===== src/rtl/wdt_consts.svh =====
`ifndef WDT_CONSTS_SVH
`define WDT_CONSTS_SVH

// ----------------------------------------
// register addresses, lower 16 bits
// ----------------------------------------
`define WDT_ADDR_CTRL_WR 16'hFFA8
`define WDT_ADDR_RST_WR 16'hFFAA
`define WDT_ADDR_CTRL_RD 16'hFFA8
`define WDT_ADDR_COUNT_RD 16'hFFA9
`define WDT_ADDR_RST_RD 16'hFFAB

// ----------------------------------------
// passwords and values
// ----------------------------------------
`define WDT_PASS_COUNT 8'h5A
`define WDT_PASS_CTRL 8'hA5
`define WDT_CLEAR_DATA 8'h00
`define WDT_CTRL_RESET 8'h18
`define WDT_RST_RESET 8'h3F
`define WDT_CTRL_RSVD 8'h18
`define WDT_RST_RSVD 8'h3F

// ----------------------------------------
// field positions
// ----------------------------------------
`define WDT_BIT_OVF 7
`define WDT_BIT_MODE 6
`define WDT_BIT_ENABLE 5
`define WDT_BIT_WATCHDOG_RESET_FLAG 7
`define WDT_BIT_RESET_OUTPUT_ENABLE 6

// ----------------------------------------
// timing, in system clock states
// ----------------------------------------
`define WDT_INT_RESET_STATES 10'd518
`define WDT_EXT_RESET_STATES 10'd132

`endif


===== src/rtl/wdt_pkg.sv =====
package wdt_pkg;
   typedef enum logic [1:0] {
      WDT_IDLE,
      WDT_RESETTING
   } wdt_state_type;
endpackage


===== src/rtl/wdt_prescaler.sv =====
`timescale 1ns/1ns
`include "wdt_consts.svh"

module wdt_prescaler (
   // clock and reset
   input wire logic clk,
   input wire logic reset,
   // control
   input wire logic run,
   input wire logic [2:0] clock_select_field,
   // tick out
   output logic tick
);
   logic [11:0] div;
   logic [11:0] mask;

   // see [RULE18]
   always_comb begin
      case (clock_select_field)
         3'h0: mask = 12'h001;
         3'h1: mask = 12'h01F;
         3'h2: mask = 12'h03F;
         3'h3: mask = 12'h07F;
         3'h4: mask = 12'h0FF;
         3'h5: mask = 12'h1FF;
         3'h6: mask = 12'h7FF;
         default: mask = 12'hFFF;
      endcase
   end

   // free divider held at zero while the counter is halted
   always_ff @(posedge clk or posedge reset) begin
      if (reset) begin
         div <= 12'h000;
      end else if (!run) begin
         div <= 12'h000;
      end else begin
         div <= div + 12'h001;
      end
   end

   assign tick = run && ((div & mask) == mask);
endmodule


===== src/rtl/wdt_top.sv =====
`timescale 1ns/1ns
`include "wdt_consts.svh"

// Behaviour
// [RULE1] counter, control and reset-control registers change only on word writes
// [RULE2] word write at shared address: 0x5A loads counter, 0xA5 loads control
// [RULE3] reset-control word 0xA5 with 0x00 clears the watchdog reset flag
// [RULE4] reset-control word with 0x5A copies data bit into reset output enable
// [RULE5] byte reads: control at FFA8, counter at FFA9, reset-control at FFAB
// [RULE6] watchdog overflow asserts chip reset for 518 states
// [RULE7] with output enable, overflow drives external reset for 132 states
// [RULE8] simultaneous pin reset and watchdog reset behaves as pin reset
// [RULE9] watchdog reset shares pin reset vector; only the flag tells them apart
// [RULE10] software rewrites the counter before overflow in watchdog mode
// [RULE11] interval mode requests an interrupt on every overflow
// [RULE12] overflow flag sets with overflow, alongside reset or interrupt
// [RULE13] watchdog reset flag sets on overflow only in enabled watchdog mode
// [RULE14] internal reset clears overflow flag but keeps watchdog reset flag
// [RULE15] interval interrupt stays asserted while overflow flag set in interval mode
// [RULE16] counter write coinciding with a tick wins, increment dropped
// [RULE17] software halts counter before changing clock select
// [RULE18] clock select picks divide by 2,32,64,128,256,512,2048,4096
// [RULE19] disabled counter held at zero; overflow is FF to 00
// [RULE20] watchdog flag and output enable reset only by the pin
// [RULE21] word writes at FFA8 for counter/control and FFAA for reset-control
// [RULE22] unmatched password leaves all registers unchanged
// [RULE23] external reset output is active low, open drain
module wdt_top (
   // clock and pin reset
   input wire logic clk,
   input wire logic reset,
   // cpu bus
   input wire logic [15:0] bus_addr,
   input wire logic bus_write,
   input wire logic bus_read,
   input wire logic bus_word,
   input wire logic [15:0] bus_wdata,
   output logic [7:0] bus_rdata,
   // reset and interrupt
   output logic chip_reset,
   output logic external_reset_output_n,
   output logic external_reset_output_oe,
   output logic interval_interrupt
);
   logic overflow_flag;
   logic mode_select_bit;
   logic count_enable_bit;
   logic [2:0] clock_select_field;
   logic [7:0] wdog_count_value;
   logic watchdog_reset_flag;
   logic reset_output_enable;
   wdt_pkg::wdt_state_type state;
   logic [9:0] int_count;
   logic [9:0] ext_count;
   logic tick;
   logic overflow;
   logic wr_main;
   logic wr_rst;
   logic wr_count;
   logic wr_ctrl;
   logic [7:0] wdata_lo;
   logic [7:0] wdata_hi;
   logic wdog_trip;
   logic soft_reset;
   logic [7:0] next_rdata;

   // ----------------------------------------
   // write decode
   // ----------------------------------------
   assign wdata_lo = bus_wdata[7:0];
   assign wdata_hi = bus_wdata[15:8];
   // byte writes never reach these registers
   assign wr_main = bus_write && bus_word && (bus_addr == `WDT_ADDR_CTRL_WR); // see [RULE1] see [RULE21]
   assign wr_rst = bus_write && bus_word && (bus_addr == `WDT_ADDR_RST_WR); // see [RULE1] see [RULE21]
   assign wr_count = wr_main && (wdata_hi == `WDT_PASS_COUNT); // see [RULE2] see [RULE22]
   assign wr_ctrl = wr_main && (wdata_hi == `WDT_PASS_CTRL); // see [RULE2] see [RULE22]

   // ----------------------------------------
   // counter
   // ----------------------------------------
   wdt_prescaler u_prescaler (
      .clk(clk),
      .reset(soft_reset),
      .run(count_enable_bit),
      .clock_select_field(clock_select_field),
      .tick(tick)
   );

   // write wins over a coincident tick, so no overflow then
   assign overflow = tick && !wr_count && (wdog_count_value == 8'hFF); // see [RULE16] see [RULE19]
   assign wdog_trip = overflow && mode_select_bit && count_enable_bit; // see [RULE6]
   // internal reset hits everything but the pin-only bits
   assign soft_reset = reset || (state == wdt_pkg::WDT_RESETTING); // see [RULE9] see [RULE14]

   always_ff @(posedge clk or posedge soft_reset) begin
      if (soft_reset) begin
         wdog_count_value <= 8'h00;
      end else if (!count_enable_bit) begin
         wdog_count_value <= 8'h00; // see [RULE19]
      end else if (wr_count) begin
         wdog_count_value <= wdata_lo; // see [RULE2] see [RULE16]
      end else if (tick) begin
         wdog_count_value <= wdog_count_value + 8'h01;
      end
   end

   // ----------------------------------------
   // control/status register
   // ----------------------------------------
   always_ff @(posedge clk or posedge soft_reset) begin
      if (soft_reset) begin
         mode_select_bit <= 1'b0;
         count_enable_bit <= 1'b0;
         clock_select_field <= 3'h0;
      end else if (wr_ctrl) begin
         mode_select_bit <= wdata_lo[`WDT_BIT_MODE]; // see [RULE2]
         count_enable_bit <= wdata_lo[`WDT_BIT_ENABLE];
         clock_select_field <= wdata_lo[2:0];
      end
   end

   // flag: only a zero write clears; a new overflow wins over the clear
   always_ff @(posedge clk or posedge soft_reset) begin
      if (soft_reset) begin
         overflow_flag <= 1'b0; // see [RULE14]
      end else if (overflow) begin
         overflow_flag <= 1'b1; // see [RULE12]
      end else if (wr_ctrl && !wdata_lo[`WDT_BIT_OVF]) begin
         overflow_flag <= 1'b0;
      end
   end

   // ----------------------------------------
   // reset control/status, pin reset only
   // ----------------------------------------
   always_ff @(posedge clk or posedge reset) begin
      if (reset) begin
         watchdog_reset_flag <= 1'b0; // see [RULE20] see [RULE8]
      end else if (wdog_trip) begin
         watchdog_reset_flag <= 1'b1; // see [RULE13]
      end else if (wr_rst && wdata_hi == `WDT_PASS_CTRL && wdata_lo == `WDT_CLEAR_DATA) begin
         watchdog_reset_flag <= 1'b0; // see [RULE3]
      end
   end

   always_ff @(posedge clk or posedge reset) begin
      if (reset) begin
         reset_output_enable <= 1'b0; // see [RULE20]
      end else if (wr_rst && wdata_hi == `WDT_PASS_COUNT) begin
         reset_output_enable <= wdata_lo[`WDT_BIT_RESET_OUTPUT_ENABLE]; // see [RULE4]
      end
   end

   // ----------------------------------------
   // watchdog reset sequencer
   // ----------------------------------------
   // pin reset aborts any watchdog pulse, giving the pin priority
   always_ff @(posedge clk or posedge reset) begin
      if (reset) begin
         state <= wdt_pkg::WDT_IDLE; // see [RULE8]
         int_count <= 10'd0;
         ext_count <= 10'd0;
      end else begin
         case (state)
            wdt_pkg::WDT_IDLE: begin
               if (wdog_trip) begin
                  state <= wdt_pkg::WDT_RESETTING;
                  int_count <= `WDT_INT_RESET_STATES - 10'd1;
                  ext_count <= reset_output_enable ? `WDT_EXT_RESET_STATES - 10'd1 : 10'd0; // see [RULE7]
               end
            end
            wdt_pkg::WDT_RESETTING: begin
               if (int_count == 10'd0) begin
                  state <= wdt_pkg::WDT_IDLE;
               end else begin
                  int_count <= int_count - 10'd1; // see [RULE6]
               end
               if (ext_count != 10'd0) begin
                  ext_count <= ext_count - 10'd1;
               end
            end
            default: begin
               state <= wdt_pkg::WDT_IDLE;
            end
         endcase
      end
   end

   // ----------------------------------------
   // outputs
   // ----------------------------------------
   always_ff @(posedge clk or posedge reset) begin
      if (reset) begin
         chip_reset <= 1'b0;
         external_reset_output_n <= 1'b1;
         external_reset_output_oe <= 1'b0;
      end else begin
         // one extra state registered; chip_reset spans 518 cycles
         chip_reset <= wdog_trip || (state == wdt_pkg::WDT_RESETTING && int_count != 10'd0); // see [RULE6]
         // low while driving, otherwise released
         // ext_count still nonzero on its last state, so the pin spans the full 132 states
         external_reset_output_n <= !((wdog_trip && reset_output_enable) || (ext_count != 10'd0)); // see [RULE23]
         external_reset_output_oe <= (wdog_trip && reset_output_enable) || (ext_count != 10'd0); // see [RULE7]
      end
   end

   always_ff @(posedge clk or posedge soft_reset) begin
      if (soft_reset) begin
         interval_interrupt <= 1'b0;
      end else begin
         interval_interrupt <= (overflow_flag || overflow) && !mode_select_bit; // see [RULE11] see [RULE15]
      end
   end

   // ----------------------------------------
   // read port
   // ----------------------------------------
   always_comb begin
      next_rdata = 8'h00;
      case (bus_addr)
         `WDT_ADDR_CTRL_RD: next_rdata = {overflow_flag, mode_select_bit, count_enable_bit, 2'b11,
                                          clock_select_field}; // see [RULE5]
         `WDT_ADDR_COUNT_RD: next_rdata = wdog_count_value;
         `WDT_ADDR_RST_RD: next_rdata = {watchdog_reset_flag, reset_output_enable, 6'h3F};
         default: next_rdata = 8'h00;
      endcase
   end

   always_ff @(posedge clk or posedge reset) begin
      if (reset) begin
         bus_rdata <= 8'h00;
      end else if (bus_read) begin
         bus_rdata <= next_rdata;
      end
   end
endmodule


===== config.mk =====
export PLATFORM = sky130hd
export DESIGN_NAME = wdt_top
export DESIGN_NICKNAME = d
export VERILOG_FILES = /design/src/rtl/wdt_pkg.sv /design/src/rtl/wdt_prescaler.sv /design/src/rtl/wdt_top.sv
export VERILOG_INCLUDE_DIRS = /design/src /design/src/rtl
export SDC_FILE = /design/constraint.sdc
export NUM_CORES = 1
export LEC_CHECK = 0
export BUFFER_PORTS_ARGS = -buffer_cell sky130_fd_sc_hd__buf_2
export CORE_UTILIZATION = 35
export CTS_BUF_LIST = sky130_fd_sc_hd__clkbuf_2 sky130_fd_sc_hd__clkbuf_4 sky130_fd_sc_hd__clkbuf_8
export CTS_CLUSTER_SIZE = 30
export DETAILED_ROUTE_END_ITERATION = 10
export PLACE_DENSITY_LB_ADDON = 0.15
export SYNTH_ARGS = -nofsm -noshare
export SYNTH_HDL_FRONTEND = slang
export SYNTH_SLANG_ARGS = --single-unit

===== constraint.sdc =====
create_clock -name clk -period 3.4 [get_ports clk]
set_clock_uncertainty 0.2 [all_clocks]
set_input_delay 0.17 -clock clk [delete_from_list [all_inputs] [get_ports clk]]
set_output_delay 0.17 -clock clk [all_outputs]
set_load 0.01 [all_outputs]

======== Word level (Yosys, flattened, before mapping) ========
Cells that the tools add are included.
word-level totals
  register bits after elaboration ......... 62
  logic and storage cells ................. 98
  input bits .............................. 37
operators by class
  bitwise logic cells ..................... 1
  reduce and logical (&&, ||, !) cells .... 37
  equality and inequality tests ........... 20
  muxes and demuxes ....................... 20
  add/subtract/negate cells ............... 4
operators by type and width
  operator                                                                number
  12-bit case mux with 7 select lines                                     1
  16-bit equality test (second input constant)                            4
  10-bit two-way mux                                                      4
  10-bit case mux with 2 select lines                                     2
  8-bit two-way mux                                                       4
  8-bit case mux with 3 select lines                                      1
  10-bit nonzero test                                                     2
  10-bit by 1-bit subtractor with 10-bit output (second input constant)   2
  1-bit logical AND                                                       17
  8-bit equality test (second input constant)                             2
  12-bit by 1-bit adder with 12-bit output (second input constant)        1
  12-bit AND                                                              1
  12-bit equality test                                                    1
  12-bit two-way mux                                                      1
  10-bit zero test                                                        1
  3-bit equality test (second input constant)                             3
  8-bit by 1-bit adder with 8-bit output (second input constant)          1
  8-bit by 7-bit equality test with 1-bit output (second input constant)  1
  8-bit zero test                                                         1
  3-bit by 2-bit equality test with 1-bit output (second input constant)  2
  3-bit AND reduction                                                     2
  2-bit nonzero test                                                      3
  1-bit zero test                                                         4
  1-bit logical OR                                                        4
  11 further kinds                                                        17

======== Depth between registers and ports, before layout ========
  depth after elaboration ................. 12
  mapped depth ............................ 9

======== Modules after synthesis ========
From an unflattened synthesis, not the netlist that was laid out.
unflattened totals
  cells, all modules ...................... 360
  area, all modules ....................... 3435.8 um^2
by module, submodules not included
  module         area an instance (um^2)  times used  cells each
  wdt_top        2762.6                   1           294
  wdt_prescaler  673.1                    1           66

======== Worst setup path before layout ========
No wires, ideal clock.
  kind .................................... flip-flop to flip-flop
  from .................................... reg int_count[0]
  to ...................................... reg int_count[4]
  path buffers ............................ 1
  stages on the path, launching flop included .. 10
  slack ................................... 1.069 ns
  required time ........................... 3.082 ns
  data arrival time ....................... 2.013 ns
  library setup time ...................... 0.118 ns
  cell sequence ........................... dfrtp_1 -> inv_1 -> ha_1 -> or4b_2 -> o31a_1 -> clkbuf_1 -> nand2_1 -> or3_1 -> xor2_1 -> nor2_1
on the way
  cells in the longest elaborated chain, start to end .. 3
  elaborated cells between the ends (all ways) .. 6
  those cells by class .................... add/sub (1); eq/ne (1); mux (2); reduce/logical (2)
RTL lines
  item                                                                               RTL line                        text
  from (decl)                                                                        wdt_top.sv:53                   logic [9:0] int_count;
  from (signal assigned)                                                             wdt_top.sv:168                  int_count <= `WDT_INT_RESET_STATES - 10'd1;
  from (signal assigned)                                                             wdt_top.sv:176                  int_count <= int_count - 10'd1;
  10-bit by 1-bit subtractor with 10-bit output or 10-bit zero test (tied branches)  wdt_top.sv:176, wdt_top.sv:173
  10-bit two-way mux or 2-bit != test (tied branches)                                n/a
  10-bit case mux with 2 select lines or 3-bit AND reduction (tied branches)         n/a
Parallel ways exist; a longest one is shown, timed or not. The select of a mux whose other input is x is not followed.
A chain may end at the register's enable or synchronous reset.

======== Final worst setup path ========
  from .................................... reg clock_select_field[2]
  to ...................................... reg ext_count[2]
on the way
  cells in the longest elaborated chain, start to end .. 11
  elaborated cells between the ends (all ways) .. 17
  those cells by class .................... eq/ne (8); mux (1); bitwise (1); reduce/logical (7)
RTL lines
  item                                               RTL line             text
  from (decl)                                        wdt_top.sv:48        logic [2:0] clock_select_field;
  from (signal assigned)                             wdt_top.sv:118       clock_select_field <= wdata_lo[2:0];
  3-bit equality test, or another cell as far along  wdt_prescaler.sv:19  case (clock_select_field)
  12-bit case mux with 7 select lines (*)            wdt_prescaler.sv:19
  12-bit AND                                         wdt_prescaler.sv:42  assign tick = run && ((div & mask) == mask);
  12-bit equality test (*)                           wdt_prescaler.sv:42
  1-bit logical AND (*)                              wdt_prescaler.sv:42
  1-bit logical AND (*) (2 in series)                wdt_top.sv:90        assign overflow = tick && !wr_count && (wdog_count_value == 8'hFF);
  1-bit logical AND (*) (2 in series)                wdt_top.sv:91        assign wdog_trip = overflow && mode_select_bit && count_enable_bit;
  2-bit != test (no source line) (*)                 n/a
  3-bit AND reduction (no source line) (*)           n/a
  to (signal assigned)                               wdt_top.sv:169       ext_count <= reset_output_enable ? `WDT_EXT_RESET_STATES - 10'd1 : 10'd0;
  to (signal assigned)                               wdt_top.sv:179       ext_count <= ext_count - 10'd1;
  to (decl)                                          wdt_top.sv:54        logic [9:0] ext_count;
Mark *: on every way between the ends. The rest lies on a longest branch, timed or not.

==> impl_metrics.py <==
metrics = {
    "finish": {
        "diodes": 0,
        "drive_gt1_share_pct": 21.9,
        "nets": 452,
        "area_growth_syn_to_layout_pct": 20.9,
        "final_cell_mix": "dfrtp_1 (60), buf_2 (48), nor2_1 (39)",
        "finalNonFillerCells": 545,
        "design_area_um2": 4020,
        "final_common_cell": "dfrtp_1",
    },
    "sta": {
        "drv_slew": 0,
        "tns_ps": 0,
        "finalCriticalPeriod_ps": 2650,
        "fin_crit_sh_pct": 78.0,
        "timing.final.ws_setup_ps": 749,
        "max_freq_mhz": 377,
        "slew_headroom_pct": 46.3,
        "rsz0062_at_grt": "no",
        "setup_viol": 0,
        "hold_viol": 0,
        "tightest_slew_ps": 801,
    },
    "synth": {
        "ys_ff_latch": 61,
        "netlist_area_um2": 3320,
        "synthesis.area_per_instance_um2": 9.58,
        "synth_area_leaders": "dfrtp_1 (45%), nor2_1 (4.5%), xnor2_1 (3.7%)",
        "synthCells": 347,
        "ys_seq_area_share_pct": 46.0,
        "syn-num-nets": 388,
        "synth_edf_count": 0,
        "synthFlopType": "dfrtp_1",
        "async_flop_share_pct": 100,
        "synth_warnings": 0,
        "synth_top_area_share_pct": 45.2,
        "synth.distinct_cells": 54,
        "synth_largest_area_cell": "dfrtp_1",
    },
    "cts": {
        "htree_levels": 3,
        "hold_buffers": 11,
        "insertion_delay_ps": 330,
        "clockBufferDepth": 2,
        "cts_sinks": 61,
        "clkSlewWorstSetupHoldPaths_ps": 70,
        "cts_tree": "built",
        "cts_buffers": 9,
        "cts_setup_buffers": 0,
        "root_buffer": "clkbuf_8",
        "cts_resized": 0,
    },
    "grt": {
        "track_usage_pct": 16.5,
        "met3_usage_pct": 3.51,
        "grt_overflow_total": 0,
        "grt_use_met2_pct": 25.7,
        "grt_pass1_wl_um": 12800,
        "grt_pass1_vias": 2614,
        "busiest_layer": "met2",
        "antenna_found_initial": 0,
        "use_met1_pct": 22.7,
        "grt_max_degree": 35,
    },
    "detailed_routing": {
        "num_vias": 2735,
        "wl_per_cell_um": 14.0,
        "drt_iter0_drc": 117,
        "post-route-drc-count": 0,
        "viasPerCell": 5.02,
        "route.final.wire_length_um": 7610,
        "dr.pass1.iters": 4,
        "ant_nets": 0,
    },
    "worst_setup_path": {
        "cp.required_ps": 3370,
        "crit_type": "flip-flop to flip-flop",
        "critPathArrivalTime_ps": 2620,
        "path_max_fanout": 13,
        "startpoint_type": "flip-flop",
        "end_kind": "flip-flop",
    },
    "place": {
        "io_buffers": 48,
        "detailed_place.area_um2": 3720,
        "finalWeightedCongestion": 0.790,
        "hpwl_um": 5430,
        "post-place-ws_ps": 739,
        "dp_cells": 518,
    },
    "outcome": {
        "status": "finished, final reports clean",
    },
    "job": {
        "maxCapViolations": 0,
    },
    "worst_hold_path": {
        "hold_path_class": "primary input to flip-flop",
    },
    "power_and_ir_drop": {
        "leakage_uw": 0.00177,
        "total_power_uw": 1430,
        "power_density_nw_per_um2": 356,
        "ir_drop_uv": 218,
    },
    "floorplan": {
        "dieArea_um2": 9890,
        "die_height_um": 99.4,
        "io_pins": 49,
        "start_util_pct": 36.0,
        "die_w_um": 99.4,
        "core-area_um2": 9240,
        "rows": 35,
    },
}
worst paths after layout:
kind                       slack, ps                   from  cells past startpoint                  to
max                              750  clock_select_field[2]                      6        ext_count[2]
max in group asynchronous       2200               state[0]                      2  u_prescaler.div[1]
min reg2reg                      290           ext_count[9]                      1        ext_count[9]
max reg2reg                      750  clock_select_field[2]                      6        ext_count[2]
min in group asynchronous        300                  reset                      4          chip_reset
min                              130           bus_addr[12]                      5        bus_rdata[3]
critical path, stage by stage, from the launching register on:
cell      delay [ps]
dfrtp_1          460
nor3b_1          190
o21ai_0          130
nor2_2           290
nand2_1          280
nor3_2           740
o211ai_1         200
final cells by class:
type                       count  area (um^2)
tap                          129          161
multi-input combinational    261         1700
timing repair buffer          64          388
inverter                      14         52.6
fill                         894         5220
clock inverter                 1         5.00
sequential                    61         1530
clock buffer                  15          188
per-layer routing:
metal  vias to the layer above  wire length [um]
met1                      1313              3810
met4                         0                51
met3                         6               209
li1                       1371                 -
met5                         -                 0
met2                        45              3540
logic make-up (layout without fill, tap and decap cells):
group | Yosys count | count (layout) | share of synthesized area [%]
DFF | 61 | 61 | 46.0
adders and majority gates | 4 | 4 | 1.51
xor gates and xnor gates | 26 | 26 | 6.85
AOI/OAI and AO/OA | 65 | 65 | 12.3
buffers and inverters | 25 | 94 | 3.05
and+or+nand+nor | 157 | 157 | 27.4
muxes | 9 | 9 | 2.94
metrics by stage:
stage / hold WS [ps] / util, %
final: 128 / 43.5
after global routing: 143 / 43.5
after CTS: 107 / 43.5
after detailed placement: 109 / 40.2
after global placement: 114 / 40.2
after floorplan: 111 / -
cell usage after synthesis (6+ instances only):
cell,number
nor3_1,6
clkbuf_1,10
dfrtp_1,60
xnor2_1,14
and2_1,13
nand3_1,15
o21ai_0,17
inv_1,14
nor2_1,40
a31oi_1,8
a21oi_1,19
xor2_1,12
and3_1,9
nand2_1,23
mux2_2,6
nand4_1,9
flip-flops by register name, indices dropped and copies added (netlist names):
name                      count
int_count                    10
state                         1
clock_select_field            3
bus_rdata                     8
chip_reset                    1
watchdog_reset_flag           1
interval_interrupt            1
overflow_flag                 1
count_enable_bit              1
u_prescaler.div              12
mode_select_bit               1
external_reset_output_oe      1
reset_output_enable           1
wdog_count_value              8
ext_count                    10
external_reset_output_n       1
report_power, final:
group / leakage, uW / switching (uW) / internal (uW)
Clock: 0.000104 / 267 / 348
Combinational: 0.000903 / 39.4 / 38.0
Sequential: 0.000767 / 3.47 / 733
Note: power is estimated with default switching activity, not from simulation.
